`config.mk`:
```
export PLATFORM = sky130hd
export DESIGN_NAME = pmcx_top
export DESIGN_NICKNAME = d
export VERILOG_FILES = /design/src/inc/pmcx_pkg.sv /design/src/inc/pmcx_div_if.sv /design/src/design/pmcx_prescaler.sv /design/src/design/pmcx_top.sv
export SDC_FILE = /design/constraint.sdc
export NUM_CORES = 1
export LEC_CHECK = 0
export BUFFER_PORTS_ARGS = -buffer_cell sky130_fd_sc_hd__buf_2
export CORE_UTILIZATION = 59
export DETAILED_ROUTE_END_ITERATION = 16
export MAX_ROUTING_LAYER = met4
export PLACE_DENSITY = 0.81
export SETUP_SLACK_MARGIN = 0.4
export SYNTH_ARGS = -nofsm -noshare
export SYNTH_HDL_FRONTEND = slang
export SYNTH_HIERARCHICAL = 1
export SYNTH_SLANG_ARGS = --single-unit
```
`constraint.sdc`:
```
create_clock -name clk_sys -period 3.25 [get_ports clk_sys]
set_input_delay 0.4875 -clock clk_sys [delete_from_list [all_inputs] [get_ports clk_sys]]
set_output_delay 0.4875 -clock clk_sys [all_outputs]
set_load 0.005 [all_outputs]
```
`src/inc/pmcx_pkg.sv`:
```
package pmcx_pkg;
  // ********************************
  // Register offsets (byte address)
  // ********************************
  localparam logic [7:0] PMCX_OFS_SCON = 8'h00;
  localparam logic [7:0] PMCX_OFS_SCOFF = 8'h04;
  localparam logic [7:0] PMCX_OFS_SCSTATE = 8'h08;
  localparam logic [7:0] PMCX_OFS_OSC = 8'h20;
  localparam logic [7:0] PMCX_OFS_FREQ = 8'h24;
  localparam logic [7:0] PMCX_OFS_PLL = 8'h2C;
  localparam logic [7:0] PMCX_OFS_MCK = 8'h30;
  localparam logic [7:0] PMCX_OFS_PCK0 = 8'h40;
  localparam logic [7:0] PMCX_OFS_SR = 8'h68;
  // ********************************
  // Field positions
  // ********************************
  localparam int PMCX_SC_PCK_LSB = 8;
  localparam int PMCX_OSC_ON_BIT = 0;
  localparam int PMCX_OSC_CNT_LSB = 8;
  localparam int PMCX_MEAS_DONE_BIT = 16;
  localparam int PMCX_PLL_DIV_LSB = 0;
  localparam int PMCX_PLL_CNT_LSB = 8;
  localparam int PMCX_PLL_RNG_LSB = 14;
  localparam int PMCX_PLL_MUL_LSB = 16;
  localparam int PMCX_CSS_LSB = 0;
  localparam int PMCX_POWER_OF_TWO_RATIO_LSB = 2;
  localparam int PMCX_SR_STABLE_BIT = 0;
  localparam int PMCX_SR_LOCK_BIT = 2;
  localparam int PMCX_SR_MASTER_CLOCK_SETTLED_BIT = 3;
  localparam int PMCX_SR_PCKRDY_LSB = 8;
  // ********************************
  // Reset values and counts
  // ********************************
  localparam logic [31:0] PMCX_PLL_RST = 32'h0000_3F00;
  localparam logic [31:0] PMCX_OSC_RST = 32'h0000_0000;
  localparam logic [4:0] PMCX_CFG_RST = 5'h00;
  localparam int PMCX_STARTUP_SHIFT = 3;
  localparam logic [3:0] PMCX_MEAS_LAST_FALL = 4'hF;
  localparam logic [2:0] PMCX_POWER_OF_TWO_RATIO_MAX = 3'h6;
  // ********************************
  // Clock sources and measurement states
  // ********************************
  localparam logic [1:0] PMCX_SRC_SLOW = 2'h0;
  localparam logic [1:0] PMCX_SRC_MAIN = 2'h1;
  localparam logic [1:0] PMCX_SRC_PLL = 2'h3;
  typedef enum logic [3:0] {
    PMCX_M_IDLE = 4'h1,
    PMCX_M_ARM = 4'h2,
    PMCX_M_RUN = 4'h4,
    PMCX_M_DONE = 4'h8
  } pmcx_meas_t;
endpackage

```
`src/inc/pmcx_div_if.sv`:
```
`timescale 1ns/100ps
interface pmcx_div_if;
  logic [1:0] sel;
  logic [2:0] ratio;
  logic run;
  logic restart;
  logic clk_out;
  logic settled;
  modport ctrl (output sel, output ratio, output run, output restart,
    input clk_out, input settled);
  modport gen (input sel, input ratio, input run, input restart,
    output clk_out, output settled);
endinterface

```
`src/design/pmcx_prescaler.sv`:
```
`timescale 1ns/100ps
module pmcx_prescaler #(
  parameter int CW = 6
) (
  input wire logic clk_sys,
  input wire logic sys_rst,
  input wire logic [3:0] src_level,
  input wire logic [3:0] src_rise,
  pmcx_div_if.gen div
);
  logic [CW-1:0] cnt;
  wire tick = src_rise[div.sel];
  wire lvl = src_level[div.sel];
  // Reserved ratio code acts as the largest one
  wire [2:0] r = (div.ratio > pmcx_pkg::PMCX_POWER_OF_TWO_RATIO_MAX) ?
    pmcx_pkg::PMCX_POWER_OF_TWO_RATIO_MAX : div.ratio;
  wire [CW-1:0] half_m1 = (r == 3'h0) ? {CW{1'b0}} :
    (CW'(1) << (r - 3'h1)) - CW'(1);
  wire wrap = tick & (cnt == half_m1);
  wire out_rise = (r == 3'h0) ? (lvl & ~div.clk_out) : (wrap & ~div.clk_out);
  // Toggle divider; a restart drops the output at once, so glitches are possible
  always_ff @(posedge clk_sys) begin
    if (sys_rst | div.restart | ~div.run) begin
      cnt <= {CW{1'b0}};
      div.clk_out <= 1'b0;
      div.settled <= 1'b0;
    end else begin
      div.settled <= div.settled | out_rise;
      if (r == 3'h0) begin
        div.clk_out <= lvl;
      end else if (wrap) begin
        cnt <= {CW{1'b0}};
        div.clk_out <= ~div.clk_out;
      end else if (tick) begin
        cnt <= cnt + CW'(1);
      end
    end
  end
endmodule

```
`src/design/pmcx_top.sv`:
```
`timescale 1ns/100ps
module pmcx_top #(
  parameter int NOUT = 3,
  parameter int TALLY_W = 16
) (
  input wire logic clk_sys,
  input wire logic sys_rst,
  input wire logic wb_cyc_i,
  input wire logic wb_stb_i,
  input wire logic wb_we_i,
  input wire logic [7:0] wb_adr_i,
  input wire logic [3:0] wb_sel_i,
  input wire logic [31:0] wb_dat_i,
  output logic [31:0] wb_dat_o,
  output logic wb_ack_o,
  input wire logic slow_clock,
  input wire logic main_clock,
  input wire logic pll_clock,
  output logic [NOUT-1:0] prog_clock_out,
  output logic master_clk_out,
  output logic osc_enable,
  output logic [7:0] pll_divider,
  output logic [10:0] pll_factor,
  output logic [1:0] pll_range,
  output logic pll_enable
);
  // ********************************
  // Wishbone slave
  // ********************************
  logic [NOUT-1:0] pck_on;
  logic [NOUT-1:0] pck_settled;
  logic [4:0] pck_cfg [NOUT];
  logic [7:0] startup_count;
  logic [5:0] lock_wait_count;
  logic [1:0] mck_css;
  logic [2:0] mck_power_of_two_ratio;
  logic osc_stable;
  logic pll_lock;
  logic master_settled;
  logic [TALLY_W-1:0] osc_cycle_tally;
  pmcx_pkg::pmcx_meas_t meas_state;
  pmcx_pkg::pmcx_meas_t next_meas_state;

  // Decode on word index; every access is acknowledged
  wire req = wb_cyc_i & wb_stb_i;
  wire wr_fire = req & wb_we_i & wb_ack_o;
  wire [5:0] widx = wb_adr_i[7:2];
  wire hit_scon = widx == pmcx_pkg::PMCX_OFS_SCON[7:2];
  wire hit_scoff = widx == pmcx_pkg::PMCX_OFS_SCOFF[7:2];
  wire hit_scst = widx == pmcx_pkg::PMCX_OFS_SCSTATE[7:2];
  wire hit_osc = widx == pmcx_pkg::PMCX_OFS_OSC[7:2];
  wire hit_freq = widx == pmcx_pkg::PMCX_OFS_FREQ[7:2];
  wire hit_pll = widx == pmcx_pkg::PMCX_OFS_PLL[7:2];
  wire hit_mck = widx == pmcx_pkg::PMCX_OFS_MCK[7:2];
  wire hit_sr = widx == pmcx_pkg::PMCX_OFS_SR[7:2];
  wire [31:0] lane = {{8{wb_sel_i[3]}}, {8{wb_sel_i[2]}},
    {8{wb_sel_i[1]}}, {8{wb_sel_i[0]}}};
  wire [31:0] wmask = wb_dat_i & lane;

  // Byte-lane merge for read/write registers
  function automatic logic [31:0] merge(input logic [31:0] old);
    merge = (old & ~lane) | wmask;
  endfunction

  // Current register images
  wire [31:0] osc_word = 32'(osc_enable) | (32'(startup_count) << pmcx_pkg::PMCX_OSC_CNT_LSB);
  wire [31:0] pll_word = (32'(pll_divider) << pmcx_pkg::PMCX_PLL_DIV_LSB)
    | (32'(lock_wait_count) << pmcx_pkg::PMCX_PLL_CNT_LSB)
    | (32'(pll_range) << pmcx_pkg::PMCX_PLL_RNG_LSB)
    | (32'(pll_factor) << pmcx_pkg::PMCX_PLL_MUL_LSB);
  wire [31:0] mck_word = (32'(mck_css) << pmcx_pkg::PMCX_CSS_LSB)
    | (32'(mck_power_of_two_ratio) << pmcx_pkg::PMCX_POWER_OF_TWO_RATIO_LSB);
  wire [31:0] sc_word = 32'(pck_on) << pmcx_pkg::PMCX_SC_PCK_LSB;
  wire meas_done = meas_state == pmcx_pkg::PMCX_M_DONE;
  wire [31:0] freq_word = 32'(osc_cycle_tally)
    | (32'(meas_done) << pmcx_pkg::PMCX_MEAS_DONE_BIT);
  wire [31:0] sr_word = (32'(osc_stable) << pmcx_pkg::PMCX_SR_STABLE_BIT)
    | (32'(pll_lock) << pmcx_pkg::PMCX_SR_LOCK_BIT)
    | (32'(master_settled) << pmcx_pkg::PMCX_SR_MASTER_CLOCK_SETTLED_BIT)
    | (32'(pck_settled) << pmcx_pkg::PMCX_SR_PCKRDY_LSB);
  wire [31:0] osc_new = merge(osc_word);
  wire [31:0] pll_new = merge(pll_word);
  wire [31:0] mck_new = merge(mck_word);

  // Output-clock config words and their decode
  logic [NOUT-1:0] hit_pck;
  logic [31:0] pck_rd [NOUT+1];
  assign pck_rd[0] = 32'h0000_0000;
  for (genvar i = 0; i < NOUT; i++) begin : g_pdec
    assign hit_pck[i] = widx == 6'(pmcx_pkg::PMCX_OFS_PCK0[7:2] + 6'(i));
    assign pck_rd[i+1] = pck_rd[i] | (hit_pck[i] ? 32'(pck_cfg[i]) : 32'h0000_0000);
  end

  // Read selection; write-only and unmapped words read zero
  wire [31:0] rd_word = hit_scst ? sc_word :
    hit_osc ? osc_word :
    hit_freq ? freq_word :
    hit_pll ? pll_word :
    hit_mck ? mck_word :
    hit_sr ? sr_word :
    pck_rd[NOUT];

  // Registered ack, one cycle, data valid with it
  always_ff @(posedge clk_sys) begin
    if (sys_rst) begin
      wb_ack_o <= 1'b0;
      wb_dat_o <= 32'h0000_0000;
    end else begin
      wb_ack_o <= req & ~wb_ack_o;
      wb_dat_o <= (req & ~wb_ack_o & ~wb_we_i) ? rd_word : 32'h0000_0000;
    end
  end

  // ********************************
  // Source clock edge detection
  // ********************************
  logic [2:0] src_q;
  // No reset: a pin high at release must not fake a rising edge
  always_ff @(posedge clk_sys) begin
    src_q <= {pll_clock, main_clock, slow_clock};
  end
  // Sources are sampled, so each must stay below half of clk_sys
  wire slow_rise = slow_clock & ~src_q[0];
  wire slow_fall = ~slow_clock & src_q[0];
  wire main_rise = main_clock & ~src_q[1];
  wire [3:0] src_level = {pll_clock, 1'b0, main_clock, slow_clock};
  wire [3:0] src_rise = {pll_clock & ~src_q[2], 1'b0, main_rise, slow_rise};

  // ********************************
  // Main oscillator start-up
  // ********************************
  logic [10:0] osc_cnt;
  wire osc_wr = wr_fire & hit_osc;
  wire osc_start = osc_wr & osc_new[pmcx_pkg::PMCX_OSC_ON_BIT] & ~osc_enable;
  always_ff @(posedge clk_sys) begin
    if (sys_rst) begin
      osc_enable <= pmcx_pkg::PMCX_OSC_RST[pmcx_pkg::PMCX_OSC_ON_BIT];
      startup_count <= pmcx_pkg::PMCX_OSC_RST[pmcx_pkg::PMCX_OSC_CNT_LSB +: 8];
    end else if (osc_wr) begin
      osc_enable <= osc_new[pmcx_pkg::PMCX_OSC_ON_BIT];
      startup_count <= osc_new[pmcx_pkg::PMCX_OSC_CNT_LSB +: 8];
    end
  end

  // Count 8 slow rises per unit, then flag stable
  always_ff @(posedge clk_sys) begin
    if (sys_rst) begin
      osc_cnt <= 11'h000;
      osc_stable <= 1'b0;
    end else if (osc_start) begin
      osc_cnt <= 11'(osc_new[pmcx_pkg::PMCX_OSC_CNT_LSB +: 8])
        << pmcx_pkg::PMCX_STARTUP_SHIFT;
      osc_stable <= 1'b0;
    end else if (~osc_enable) begin
      osc_cnt <= 11'h000;
      osc_stable <= 1'b0;
    end else if (osc_cnt != 11'h000) begin
      osc_cnt <= slow_rise ? osc_cnt - 11'h001 : osc_cnt;
    end else begin
      osc_stable <= 1'b1;
    end
  end

  // ********************************
  // Main clock frequency measurement
  // ********************************
  logic [3:0] fall_cnt;
  // Arm on stable, open at next slow rise, close at 16th fall
  always_comb begin
    next_meas_state = meas_state;
    case (meas_state)
      pmcx_pkg::PMCX_M_IDLE: begin
        if (osc_stable) next_meas_state = pmcx_pkg::PMCX_M_ARM;
      end
      pmcx_pkg::PMCX_M_ARM: begin
        if (slow_rise) next_meas_state = pmcx_pkg::PMCX_M_RUN;
      end
      pmcx_pkg::PMCX_M_RUN: begin
        if (slow_fall && fall_cnt == pmcx_pkg::PMCX_MEAS_LAST_FALL) begin
          next_meas_state = pmcx_pkg::PMCX_M_DONE;
        end
      end
      pmcx_pkg::PMCX_M_DONE: begin
        next_meas_state = pmcx_pkg::PMCX_M_DONE;
      end
      default: begin
        next_meas_state = pmcx_pkg::PMCX_M_IDLE;
      end
    endcase
    if (!osc_stable) next_meas_state = pmcx_pkg::PMCX_M_IDLE;
  end

  always_ff @(posedge clk_sys) begin
    if (sys_rst) begin
      meas_state <= pmcx_pkg::PMCX_M_IDLE;
    end else begin
      meas_state <= next_meas_state;
    end
  end

  // Tally main rises while the window is open
  always_ff @(posedge clk_sys) begin
    if (sys_rst || meas_state == pmcx_pkg::PMCX_M_ARM) begin
      osc_cycle_tally <= {TALLY_W{1'b0}};
      fall_cnt <= 4'h0;
    end else if (meas_state == pmcx_pkg::PMCX_M_RUN) begin
      osc_cycle_tally <= main_rise ? osc_cycle_tally + TALLY_W'(1) : osc_cycle_tally;
      fall_cnt <= slow_fall ? fall_cnt + 4'h1 : fall_cnt;
    end
  end

  // ********************************
  // PLL configuration and lock
  // ********************************
  logic [5:0] lock_cnt;
  logic lock_pending;
  wire pll_wr = wr_fire & hit_pll;
  always_ff @(posedge clk_sys) begin
    if (sys_rst) begin
      pll_divider <= pmcx_pkg::PMCX_PLL_RST[pmcx_pkg::PMCX_PLL_DIV_LSB +: 8];
      lock_wait_count <= pmcx_pkg::PMCX_PLL_RST[pmcx_pkg::PMCX_PLL_CNT_LSB +: 6];
      pll_range <= pmcx_pkg::PMCX_PLL_RST[pmcx_pkg::PMCX_PLL_RNG_LSB +: 2];
      pll_factor <= pmcx_pkg::PMCX_PLL_RST[pmcx_pkg::PMCX_PLL_MUL_LSB +: 11];
      pll_enable <= 1'b0;
    end else begin
      if (pll_wr) begin
        pll_divider <= pll_new[pmcx_pkg::PMCX_PLL_DIV_LSB +: 8];
        lock_wait_count <= pll_new[pmcx_pkg::PMCX_PLL_CNT_LSB +: 6];
        pll_range <= pll_new[pmcx_pkg::PMCX_PLL_RNG_LSB +: 2];
        pll_factor <= pll_new[pmcx_pkg::PMCX_PLL_MUL_LSB +: 11];
      end
      // Zero divider or zero factor stops the analog loop
      pll_enable <= (pll_divider != 8'h00) && (pll_factor != 11'h000);
    end
  end

  // Any write reloads the wait; lock drops at once
  always_ff @(posedge clk_sys) begin
    if (sys_rst) begin
      lock_cnt <= 6'h00;
      lock_pending <= 1'b0;
      pll_lock <= 1'b0;
    end else if (pll_wr) begin
      lock_cnt <= pll_new[pmcx_pkg::PMCX_PLL_CNT_LSB +: 6];
      lock_pending <= 1'b1;
      pll_lock <= 1'b0;
    end else if (lock_pending) begin
      if (lock_cnt == 6'h00) begin
        lock_pending <= 1'b0;
        pll_lock <= 1'b1;
      end else if (slow_rise) begin
        lock_cnt <= lock_cnt - 6'h01;
      end
    end
  end

  // ********************************
  // Divider channels
  // ********************************
  pmcx_div_if div_if [NOUT+1] ();
  logic [1:0] mck_sel_q;
  // While the PLL is selected but unlocked the master runs from main
  wire pll_hold = (mck_css == pmcx_pkg::PMCX_SRC_PLL) & ~pll_lock;
  wire [1:0] mck_sel = pll_hold ? pmcx_pkg::PMCX_SRC_MAIN : mck_css;
  wire mck_wr = wr_fire & hit_mck;
  wire mck_restart = mck_wr | (mck_sel != mck_sel_q);

  always_ff @(posedge clk_sys) begin
    if (sys_rst) begin
      mck_css <= pmcx_pkg::PMCX_SRC_SLOW;
      mck_power_of_two_ratio <= 3'h0;
      mck_sel_q <= pmcx_pkg::PMCX_SRC_SLOW;
      master_settled <= 1'b0;
    end else begin
      if (mck_wr) begin
        mck_css <= mck_new[pmcx_pkg::PMCX_CSS_LSB +: 2];
        mck_power_of_two_ratio <= mck_new[pmcx_pkg::PMCX_POWER_OF_TWO_RATIO_LSB +: 3];
      end
      mck_sel_q <= mck_sel;
      // Ready only once the new clock has produced a rising edge
      master_settled <= div_if[NOUT].settled & ~pll_hold & ~mck_restart;
    end
  end

  // Master channel sits past the output channels
  assign div_if[NOUT].sel = mck_sel;
  assign div_if[NOUT].ratio = mck_power_of_two_ratio;
  assign div_if[NOUT].run = 1'b1;
  assign div_if[NOUT].restart = mck_restart;
  assign master_clk_out = div_if[NOUT].clk_out;

  pmcx_prescaler #(.CW(6)) u_mck_div (
    .clk_sys(clk_sys),
    .sys_rst(sys_rst),
    .src_level(src_level),
    .src_rise(src_rise),
    .div(div_if[NOUT])
  );

  // On/off strobes; disable wins if both ever meet
  wire [NOUT-1:0] on_bits = (wr_fire & hit_scon) ?
    wmask[pmcx_pkg::PMCX_SC_PCK_LSB +: NOUT] : {NOUT{1'b0}};
  wire [NOUT-1:0] off_bits = (wr_fire & hit_scoff) ?
    wmask[pmcx_pkg::PMCX_SC_PCK_LSB +: NOUT] : {NOUT{1'b0}};
  wire [NOUT-1:0] next_pck_on = (pck_on | on_bits) & ~off_bits;
  always_ff @(posedge clk_sys) begin
    if (sys_rst) begin
      pck_on <= {NOUT{1'b0}};
    end else begin
      pck_on <= next_pck_on;
    end
  end

  for (genvar i = 0; i < NOUT; i++) begin : g_pck
    wire cfg_wr = wr_fire & hit_pck[i];
    wire [4:0] cfg_new = 5'(merge(32'(pck_cfg[i])));
    always_ff @(posedge clk_sys) begin
      if (sys_rst) begin
        pck_cfg[i] <= pmcx_pkg::PMCX_CFG_RST;
        pck_settled[i] <= 1'b0;
      end else begin
        if (cfg_wr) pck_cfg[i] <= cfg_new;
        // Follows the next enable, so ready never outlives a disable
        pck_settled[i] <= div_if[i].settled & next_pck_on[i] & ~cfg_wr;
      end
    end
    // A live rewrite restarts the divider unguarded
    assign div_if[i].restart = cfg_wr;
    assign div_if[i].sel = pck_cfg[i][pmcx_pkg::PMCX_CSS_LSB +: 2];
    assign div_if[i].ratio = pck_cfg[i][pmcx_pkg::PMCX_POWER_OF_TWO_RATIO_LSB +: 3];
    assign div_if[i].run = pck_on[i];
    assign prog_clock_out[i] = div_if[i].clk_out;
    pmcx_prescaler #(.CW(6)) u_pck_div (
      .clk_sys(clk_sys),
      .sys_rst(sys_rst),
      .src_level(src_level),
      .src_rise(src_rise),
      .div(div_if[i])
    );
  end
endmodule

```
Yosys cells after proc, flatten, opt, wreduce, memory -nomap -nowiden --
Memories as Yosys holds them, arrays and structs flattened. Cells that the tools add are included. Widths: inputs -> output; s select.
Operators by class: add/sub/neg operators 16, order comparisons 8, equal/unequal tests 26, shift operators 4, mux-type cells 84, bitwise operators 109, reductions and logical operators 38
Operators with widths (number):
- $mux 6 | 16
- $mux 27 | 3
- $mux 11 | 7
- $and 27x27->27 | 2
- $and 1x1->1 | 40
- $mux 1 | 34
- $mux 5 | 6
- $or 5x5->5 | 6
- $sub 6x1->6 const B | 5
- $not 27->27 | 1
- $or 16x27->27 | 1
- $or 27x27->27 | 1
- $not 1->1 | 26
- $add 6x1->6 const B | 4
- $eq 6x4->1 const B | 4
- $eq 6x5->1 const B | 4
- $eq 6x6->1 | 4
- $shl 1x3->6 const A | 4
- $reduce_bool 11->1 | 2
- $and 5x5->5 | 4
- $reduce_and 2->1 | 10
- $reduce_bool 2->1 | 10
- $mux 3 | 6
- $or 16x17->17 | 1
- 41 further kinds | 84
Word-level totals: flip-flop bits (word level) 158, RAM bits 15, bits of input ports 52, output and inout bits 60, logic and storage cells 326, memories kept 1
Memory list:
- pck_cfg | depth 3, bits a word 5, rd ports 3, clocked after Yosys merged registers in 0, write ports 3, RTL line pmcx_top.sv:32 | logic [4:0] pck_cfg [NOUT];

Logic depth before layout (Yosys ltp) --
Gate-level depths: netlist (run 1). An unclocked memory read counts as a cell.
word-level depth 12, depth in mapped cells 10, gate-level depth less buffers 9

Modules after synthesis --
The synthesis (run 1) kept the hierarchy.
By module, submodules not included:
- pmcx_top | instances 1, cells an instance 722, area an instance 6452.4 um2, sequential area each 2972.9 um2
- pmcx_prescaler at g_pck[0].u_pck_div ... | instances 3, cells an instance 84, area an instance 691.9 um2, sequential area each 160.2 um2
- pmcx_prescaler at u_mck_div | instances 1, cells an instance 83, area an instance 721.9 um2, sequential area each 160.2 um2

Least setup slack after synthesis (run 1) --
OpenSTA, ideal clock, no wires.
path type register -> register, from memory pck_cfg[2][3], to register g_pck[2].u_pck_div.div.settled, setup time 0.070 ns, data arrival time 2.411 ns, data required time 3.180 ns, path slack 0.769 ns, cell stages (with the launch flop) 9, buffers on the path 1, period minus slack after synthesis 2.481 ns, cells stage by stage edfxtp_1 ha_1 clkbuf_8 nor4_1 nor3_1 or3_1 a2111o_1 or3_1 a21oi_1
RTL lines:
- start, declared | RTL line pmcx_top.sv:32
- end signal, assigned | RTL line pmcx_prescaler.sv:28 | div.settled <= div.settled | out_rise;
- end, declared | RTL line pmcx_div_if.sv:12 | output clk_out, output settled);

==> results by group, run 1 <==
Clocking
  – CTS tree: yes
  – CTS Hold Bufs: 0
  – Reg clk slew, reported paths: 0.06 ns
  – Clock Latency Late Sink: 0.44 ns
  – Number of buffers on the longest clock path: 2
  – H-tree depth: 4
  – Number of CTS-inserted buffers: 17
  – Root Driver: clkbuf_16
  – Clock Sink Count: 173

Global route
  – Remaining global-route overflow: 0
  – First-pass GRT wire length: 37.30 mm
  – Largest net degree at the start of global routing: 43
  – Grt met2 use: 47.51%
  – GRT met3 Usage: 6.198%
  – Grt peak-use layer: met2
  – Number of global-route vias before repair: 7327
  – Initial antenna violation count: 3
  – M1 GR Usage: 38.24%
  – GRT Total Usage: 30.18%

STA
  – Min Tclk post-route: 2.706 ns
  – Setup TNS: 0 ns
  – Final Max Slew Viols: 0
  – Setup violations, final: 0
  – Rel. slew slack: 36.34%
  – Setup ws final: 0.5443 ns
  – Final hold slack: 0.2187 ns
  – Fin. Hold Viols: 0
  – Worst-Margin Slew: 0.9528 ns
  – RSZ-0062 raised after global routing: no
  – Crit share post-route: 83.25%
  – FMAX: 0.3696 GHz
  – Clock Skew: 0.009547 ns

Routing
  – # DRC: 0
  – Routed WL per cell: 16.90 um
  – Antenna viol nets, final: 0
  – Via count: 8159
  – Drt total wl: 23.14 mm
  – Initial drt markers: 854
  – Drt pass-1 iters: 7
  – Vias per Instance: 5.960

Finish
  – Final Util: 68.45%
  – Most frequent cells in the layout: dfxtp_1, nor2_1, buf_2, nand2_1, a21oi_1
  – Final cell count without fillers: 1369
  – Commonest non-fill, non-tap cell in the layout: dfxtp_1
  – Multi-input gate area: 0.005246 mm^2
  – Share of post-route cells with drive strength above 1: 15.58%
  – FF+latch area: 0.003613 mm^2
  – Finished Cell Area: 0.01044 mm^2
  – Fillcell total: 1219
  – Final #Nets: 1221
  – Area grow syn2layout: 12.90%

Pwr
  – Total power: 4.463 mW
  – Leakage: 4.282 nW
  – Pwr per Cell Area: 427.4 mW/mm^2
  – Worst vdd ir: 383.6 uV

Floorplanning
  – Num rows: 45
  – Die height: 127.2 um
  – Io pins: 112
  – Starting Density: 60.62%
  – Die Span X: 127.2 um
  – Die Area: 0.01618 mm^2
  – Core area: 0.01526 mm^2

Yosys
  – Cells after Synth: 1057
  – Netlist cell types: 82
  – Sequential share of the synthesized area: 39.06%
  – Synthesis-stage register bit count: 173
  – EDFF count, synth: 15
  – Post-synth ARST share: 0%
  – Warnings from Yosys: 6
  – Avg Cell Area, Syn: 8.751 um^2
  – Synth Cell Area: 0.009250 mm^2
  – Ys flop type: dfxtp_1

Worst setup path
  – Critical path arrival: 3.07 ns
  – Classification of the worst setup path: register to register
  – Critical path startpoint category: register
  – Crit end category: register
  – Crit-path max FO: 13
  – Critical Path RT: 3.62 ns

Placement
  – Port Buffers: 99
  – Placed Area: 0.009781 mm^2
  – GPL Wtd Cong: 0.9444
  – DP Wirelength: 16.37 mm
  – Post-Place Worst Slack: 0.4511 ns
  – Placed Cells: 1326

Run
  – Max Cap Viol: 0

Hold path
  – Type of the worst min-delay path: input port to register

Outcome
  – Status: complete, no violations
cell usage after synthesis (7+ instances only):
master	count	area (um^2)
edfxtp_1	15	450.4
nor4_1	18	112.6
xor2_1	44	385.4
buf_4	8	60.06
o22ai_1	9	56.30
buf_2	8	40.04
and3b_1	7	61.31
o31ai_1	7	52.55
a211oi_1	11	82.58
a32o_1	7	70.07
nor2_1	115	431.7
nand3_1	30	150.1
ha_1	26	325.3
nand2_1	87	326.6
clkbuf_1	33	123.9
nand2b_1	21	131.4
nand4_1	31	193.9
and2_1	16	100.1
a21oi_1	57	285.3
o21ai_0	34	170.2
mux2i_1	44	440.4
inv_1	29	108.9
dfxtp_1	158	3163
or3_1	20	125.1
and3_1	17	106.4
a22oi_1	8	60.06
xnor2_1	15	131.4
nor3_1	38	190.2
nor2b_1	21	131.4
logic make-up after synthesis:
family | share of synthesized area, %
buffers and inverters | 4.707
AO/OA/AOI/OAI | 14.46
adder cells (fa/ha/maj) | 3.517
XOR/XNOR | 5.586
flip-flops | 39.06
multiplexers | 6.425
other | 0.08119
AND/OR/NAND/NOR | 26.16
worst max-delay path: stages, from the launching register on:
cell      delay, ns
edfxtp_1       0.57
ha_1           0.40
nor4_1         0.29
nor3_1         0.09
or3_1          0.35
a2111o_1       0.49
or3_1          0.33
a21oi_1        0.12
power by group:
| part | switching [mW] | leakage (nW) | internal (mW) |
|---|---|---|---|
| clock network | 0.849 | 0.277 | 1.18 |
| registers | 0.0191 | 1.43 | 2.16 |
| logic | 0.158 | 2.58 | 0.0968 |
final cells by class:
| type | count | area share (%) |
|---|---|---|
| flip-flops and latches | 173 | 34.60 |
| repair buffers | 115 | 5.894 |
| well taps | 211 | 2.528 |
| inverters | 29 | 1.042 |
| clock inverters | 7 | 0.7188 |
| multi-input cells | 807 | 50.23 |
| diodes | 3 | 0.07188 |
| clock buffers | 24 | 4.912 |
repair_timing:
action                                  4_1_cts  5_1_grt
buffers inserted                              0        9
endpoints found under the setup margin        0       11
endpoints found under the hold margin         0        0
resized for setup                             0        0
path summary, 6_finish.rpt:
path / from / to / slack [ns] / cells past startpoint
setup / recovery: pck_cfg[2][3] / g_pck[2].u_pck_div/div.settled / 0.54 / 7
hold / removal: main_clock / src_q[1] / 0.22 / 1
setup reg to reg: pck_cfg[2][3] / g_pck[2].u_pck_div/div.settled / 0.54 / 7
hold reg to reg: register / register / 0.48 / 2
routing by layer:
| layer | share of wire, % | vias to the layer above | wire length [um] |
|---|---|---|---|
| li1 | - | 3949 | - |
| met1 | 43 | 3833 | 9965 |
| met2 | 47 | 330 | 10890 |
| met3 | 7.4 | 47 | 1702 |
| met4 | 2.5 | 0 | 582 |
| met5 | 0 | - | 0 |
Power figures use the tool's default switching activity.
==> run 2, diff against run 1 <==
--- a/config.mk
+++ b/config.mk
@@ -6,10 +6,10 @@
 export NUM_CORES = 1
 export LEC_CHECK = 0
 export BUFFER_PORTS_ARGS = -buffer_cell sky130_fd_sc_hd__buf_2
-export CORE_UTILIZATION = 59
+export CORE_UTILIZATION = 53
 export DETAILED_ROUTE_END_ITERATION = 16
 export MAX_ROUTING_LAYER = met4
-export PLACE_DENSITY = 0.81
+export PLACE_DENSITY = 0.77
 export SETUP_SLACK_MARGIN = 0.4
 export SYNTH_ARGS = -nofsm -noshare
 export SYNTH_HDL_FRONTEND = slang
==> constraint.sdc (replaced) <==
create_clock -name clk_sys -period 2.4 [get_ports clk_sys]
set_input_delay 0.36 -clock clk_sys [delete_from_list [all_inputs] [get_ports clk_sys]]
set_output_delay 0.36 -clock clk_sys [all_outputs]
set_load 0.005 [all_outputs]
==> run 2 against run 1 <==
Effect of this change: sequential share of layout area down 1.9 points; power rose by 36%; maximum frequency up 13%; clock power rose by 33%; global-route usage down 2.4 points; final area up 6.2%.
==> results by group, run 2 (synthesis gave the netlist of run 1 again) <==
Floorplanning
  – Starting Density: 55.00%
  – Die Area: 0.01799 mm^2
  – Die height: 134.1 um
  – Io pins: 112
  – Die Span X: 134.1 um
  – Num rows: 47
  – Core area: 0.01682 mm^2

STA
  – Rel. slew slack: 56.66%
  – Fin. Hold Viols: 0
  – Final Max Slew Viols: 0
  – Crit share post-route: 99.46%
  – Setup ws final: 0.01300 ns
  – FMAX: 0.4189 GHz
  – Setup violations, final: 0
  – RSZ-0062 raised after global routing: yes
  – Min Tclk post-route: 2.387 ns
  – Worst-Margin Slew: 0.6501 ns
  – Clock Skew: 0.01001 ns
  – Final hold slack: 0.09474 ns
  – Setup TNS: 0 ns

Routing
  – Drt pass-1 iters: 6
  – Vias per Instance: 5.761
  – # DRC: 0
  – Via count: 8232
  – Drt total wl: 23.91 mm
  – Initial drt markers: 514
  – Antenna viol nets, final: 0
  – Routed WL per cell: 16.73 um

Pwr
  – Total power: 6.055 mW
  – Leakage: 4.547 nW
  – Worst vdd ir: 488.1 uV
  – Pwr per Cell Area: 546.0 mW/mm^2

Global route
  – GRT met3 Usage: 5.518%
  – Number of global-route vias before repair: 7777
  – Grt peak-use layer: met2
  – Initial antenna violation count: 3
  – Remaining global-route overflow: 0
  – Largest net degree at the start of global routing: 32
  – GRT Total Usage: 27.75%
  – Grt met2 use: 43.81%
  – First-pass GRT wire length: 38.38 mm
  – M1 GR Usage: 34.82%

Clocking
  – CTS Hold Bufs: 0
  – Root Driver: clkbuf_16
  – Number of buffers on the longest clock path: 2
  – Clock Sink Count: 173
  – H-tree depth: 4
  – CTS tree: yes
  – Clock Latency Late Sink: 0.43 ns
  – Number of CTS-inserted buffers: 17
  – Reg clk slew, reported paths: 0.07 ns

Run
  – Max Cap Viol: 0

Worst setup path
  – WP buf/inv: 0
  – Slowest cell on the critical path: edfxtp_1
  – Crit end category: register
  – Internal reg-to-reg setup slack: 0.01 ns
  – Critical path startpoint category: register
  – Critical path arrival: 2.75 ns
  – Critical path, cell by cell: ha_4 > nor4_4 > nor3_2 > or3_1 > a2111o_1 > or3_1 > a21oi_1
  – CP peak stage delay: 0.52 ns
  – CP most frequent cell: or3_1
  – Crit-path max FO: 6
  – Critical Path RT: 2.76 ns
  – Classification of the worst setup path: register to register
  – Cell family with most CP delay: simple AND/OR/NAND/NOR gates

Placement
  – Placed Cells: 1379
  – GPL Wtd Cong: 0.9342
  – Placed Area: 0.01016 mm^2
  – DP Wirelength: 17.52 mm
  – Post-Place Worst Slack: 0.02653 ns
  – Port Buffers: 99

Finish
  – Fillcell total: 1396
  – Area grow syn2layout: 19.88%
  – Final Util: 65.94%
  – Final cell count without fillers: 1429
  – Share of post-route cells with drive strength above 1: 22.89%
  – Finished Cell Area: 0.01109 mm^2
  – Final #Nets: 1272
  – Commonest non-fill, non-tap cell in the layout: dfxtp_1
  – Most frequent cells in the layout: dfxtp_1, nor2_1, buf_2, nand2_1, buf_4

Outcome
  – Status: complete, no violations

Hold path
  – Type of the worst min-delay path: input port to register
## run 2: cell types whose count changed in the layout (fill, tap and decap cells not counted), sizes merged
cell	change
clkbuf	-6
buf	+50
inv	+1
clkinvlp	+1
bufinv	+1
clkinv	+4
## run 2: final timing paths
path,depth (start not counted),end,from
min,1,src_q[1],main_clock
max,7,g_pck[1].u_pck_div/div.settled,pck_cfg[1][3]
max reg2reg,7,g_pck[1].u_pck_div/div.settled,pck_cfg[1][3]
min reg2reg,1,lock_wait_count[1],lock_wait_count[1]
## run 2: where the power goes
part / switching (mW) / internal, mW
logic: 0.243 / 0.174
clock network: 1.17 / 1.53
registers: 0.0185 / 2.92
## run 2: repair_timing
item                                    4_1_cts  5_1_grt
cloned                                        0        0
buffers inserted                             12        4
endpoints found under the setup margin       43       42
resized for setup                            20       38
pin swaps                                     5       16
## run 2: layer usage
metal	share of wire (%)	wire, um	vias up
met2	47	11160	281
li1	-	-	4062
met4	2.8	658	0
met5	0	0	-
met1	44	10520	3839
met3	6.6	1567	50
## run 2: cell type report
class / count / area (um^2) / share of cell area [%]
Clock inverter: 14 / 145.1 / 1.309
Sequential cell: 173 / 3622 / 32.66
Multi-Input combinational cell: 807 / 5490 / 49.51
Tap cell: 220 / 275.3 / 2.482
Antenna cell: 3 / 7.507 / 0.06770
Inverter: 29 / 108.9 / 0.9816
Clock buffer: 17 / 425.4 / 3.836
Timing Repair Buffer: 166 / 1015 / 9.150
==> run 3, diff against run 2 <==
--- a/config.mk
+++ b/config.mk
@@ -5,7 +5,8 @@
 export SDC_FILE = /design/constraint.sdc
 export NUM_CORES = 1
 export LEC_CHECK = 0
-export BUFFER_PORTS_ARGS = -buffer_cell sky130_fd_sc_hd__buf_2
+export BUFFER_PORTS_ARGS = -buffer_cell sky130_fd_sc_hd__clkbuf_2
+export CORE_ASPECT_RATIO = 1.75
 export CORE_UTILIZATION = 53
 export DETAILED_ROUTE_END_ITERATION = 16
 export MAX_ROUTING_LAYER = met4
==> run 3 against run 2 <==
Effect of this change: the run now ends with negative setup slack left; sequential power about the same; die area increased by 0.12%; critical path depth up 1; sequential cell count unchanged; combinational power up 5.3%; maximum frequency decreased by 3.1%; clock-buffer cell count increased by 5; worst hold slack gained 0.055 ns; final cell count up 1.5%; critical path type unchanged; critical endpoint is now g_pck[2].u_pck_div/div.settled; highest routed layer unchanged.
==> results by group, run 3 (synthesis gave the netlist of run 1 again) <==
Global route
  – First-pass GRT wire length: 40.24 mm
  – Initial antenna violation count: 0
  – Remaining global-route overflow: 0
  – GRT Total Usage: 30.17%
  – Largest net degree at the start of global routing: 44
  – Number of global-route vias before repair: 8100

Placement
  – Post-Place Worst Slack: -0.007082 ns
  – DP Wirelength: 19.07 mm
  – GPL Wtd Cong: 0.9737
  – Placed Area: 0.01024 mm^2
  – Port Buffers: 99

Finish
  – Area grow syn2layout: 23.22%
  – Share of post-route cells with drive strength above 1: 25.20%
  – Commonest non-fill, non-tap cell in the layout: dfxtp_1
  – Finished Cell Area: 0.01140 mm^2
  – Final #Nets: 1287
  – Most frequent cells in the layout: dfxtp_1, nor2_1, clkbuf_2, nand2_1, buf_4

STA
  – Rel. slew slack: 59.86%
  – Setup TNS: -0.1656 ns
  – FMAX: 0.4060 GHz
  – RSZ-0062 raised after global routing: yes
  – Final Max Slew Viols: 0
  – Fin. Hold Viols: 0
  – Setup violations, final: 5
  – Setup ws final: -0.06300 ns
  – Min Tclk post-route: 2.463 ns
  – Clock Skew: 0.009761 ns
  – Worst-Margin Slew: 0.6020 ns
  – Crit share post-route: 102.6%

Pwr
  – Worst vdd ir: 692.5 uV
  – Total power: 6.261 mW
  – Leakage: 4.634 nW
  – Pwr per Cell Area: 549.3 mW/mm^2

Worst setup path
  – Slowest cell on the critical path: edfxtp_1
  – Critical Path RT: 2.77 ns
  – CP peak stage delay: 0.46 ns
  – Critical path startpoint category: register
  – Critical path, cell by cell: buf_6 > buf_6 > nor4_4 > nor3_2 > or3_1 > a2111o_1 > or3_1 > a21oi_1
  – Classification of the worst setup path: register to register
  – Critical path arrival: 2.83 ns
  – WP buf/inv: 2
  – Crit-path max FO: 5
  – Crit end category: register
  – Cell family with most CP delay: simple AND/OR/NAND/NOR gates

Routing
  – # DRC: 0
  – Drt pass-1 iters: 5
  – Drt total wl: 26.44 mm
  – Antenna viol nets, final: 0
  – Via count: 8608
  – Routed WL per cell: 18.23 um
  – Initial drt markers: 554
  – Vias per Instance: 5.937

Outcome
  – Status: complete, but fails checks
  – Failing checks: negative setup slack

Floorplanning
  – Die Span X: 101.9 um
  – Starting Density: 54.33%
  – Io pins: 112
  – Die Area: 0.01801 mm^2
  – Die height: 176.8 um
  – Core area: 0.01703 mm^2
  – Num rows: 63

Clocking
  – Clock Sink Count: 173
  – Clock Latency Late Sink: 0.44 ns
  – Number of buffers on the longest clock path: 2
  – H-tree depth: 4
  – Number of CTS-inserted buffers: 17
  – CTS Hold Bufs: 0
  – Reg clk slew, reported paths: 0.07 ns
  – Root Driver: clkbuf_16
  – CTS tree: yes

Hold path
  – Type of the worst min-delay path: input port to register

Run
  – Max Cap Viol: 0
run 3: final timing paths:
kind	startpoint	end	slack (ns)	cells after the start
worst max-delay path	pck_cfg[2][3]	g_pck[2].u_pck_div/div.settled	-0.06	8
worst max register to register	pck_cfg[2][3]	g_pck[2].u_pck_div/div.settled	-0.06	8
worst min-delay path	wb_dat_i[19]	register	0.15	3
worst min register to register	lock_wait_count[1]	lock_wait_count[1]	0.46	1
run 3: layout make-up:
| cell class | instances | area (um^2) |
|---|---|---|
| timing repair buffer | 181 | 1171 |
| inverter | 29 | 116.4 |
| multi-input combinational | 807 | 5590 |
| clock inverter | 10 | 135.1 |
| fill | 1360 | 5628 |
| clock buffer | 22 | 475.5 |
| antenna | 1 | 2.502 |
| sequential | 173 | 3623 |
| tap | 227 | 284.0 |
run 3: worst register-to-register path, stage by stage, from the launching register on:
cell and delay, ns:
edfxtp_1 0.46, buf_6 0.17, buf_6 0.12, nor4_4 0.28, nor3_2 0.07, or3_1 0.34
a2111o_1 0.44, or3_1 0.39, a21oi_1 0.13
run 3: power by group:
part           switching (mW)  internal [mW]
registers              0.0206           2.92
logic                   0.254          0.185
clock network            1.15           1.73
total                    1.43           4.83
run 3: routing by layer:
metal	global-route usage, %	part of all wire [%]
met1	29.80	36
met2	53.04	53
met3	5.569	4.9
met4	19.76	6.5
met5	-	0
run 3: metrics by stage:
stage | utilization (%) | instances | hold WS, ns
floorplan | - | 1069 | 0.3877
global placement | 60.15 | 1395 | 0.4455
detailed placement | 60.15 | 1395 | 0.4504
CTS | 65.08 | 1437 | 0.1465
global route | 66.93 | 1449 | 0.1598
finish | 66.95 | 1450 | 0.1497
run 3: timing repair:
item | 4_1_cts | 5_1_grt
pin swaps | 17 | 31
gates resized for setup | 39 | 59
setup endpoints to repair | 42 | 50
setup buffers | 10 | 12
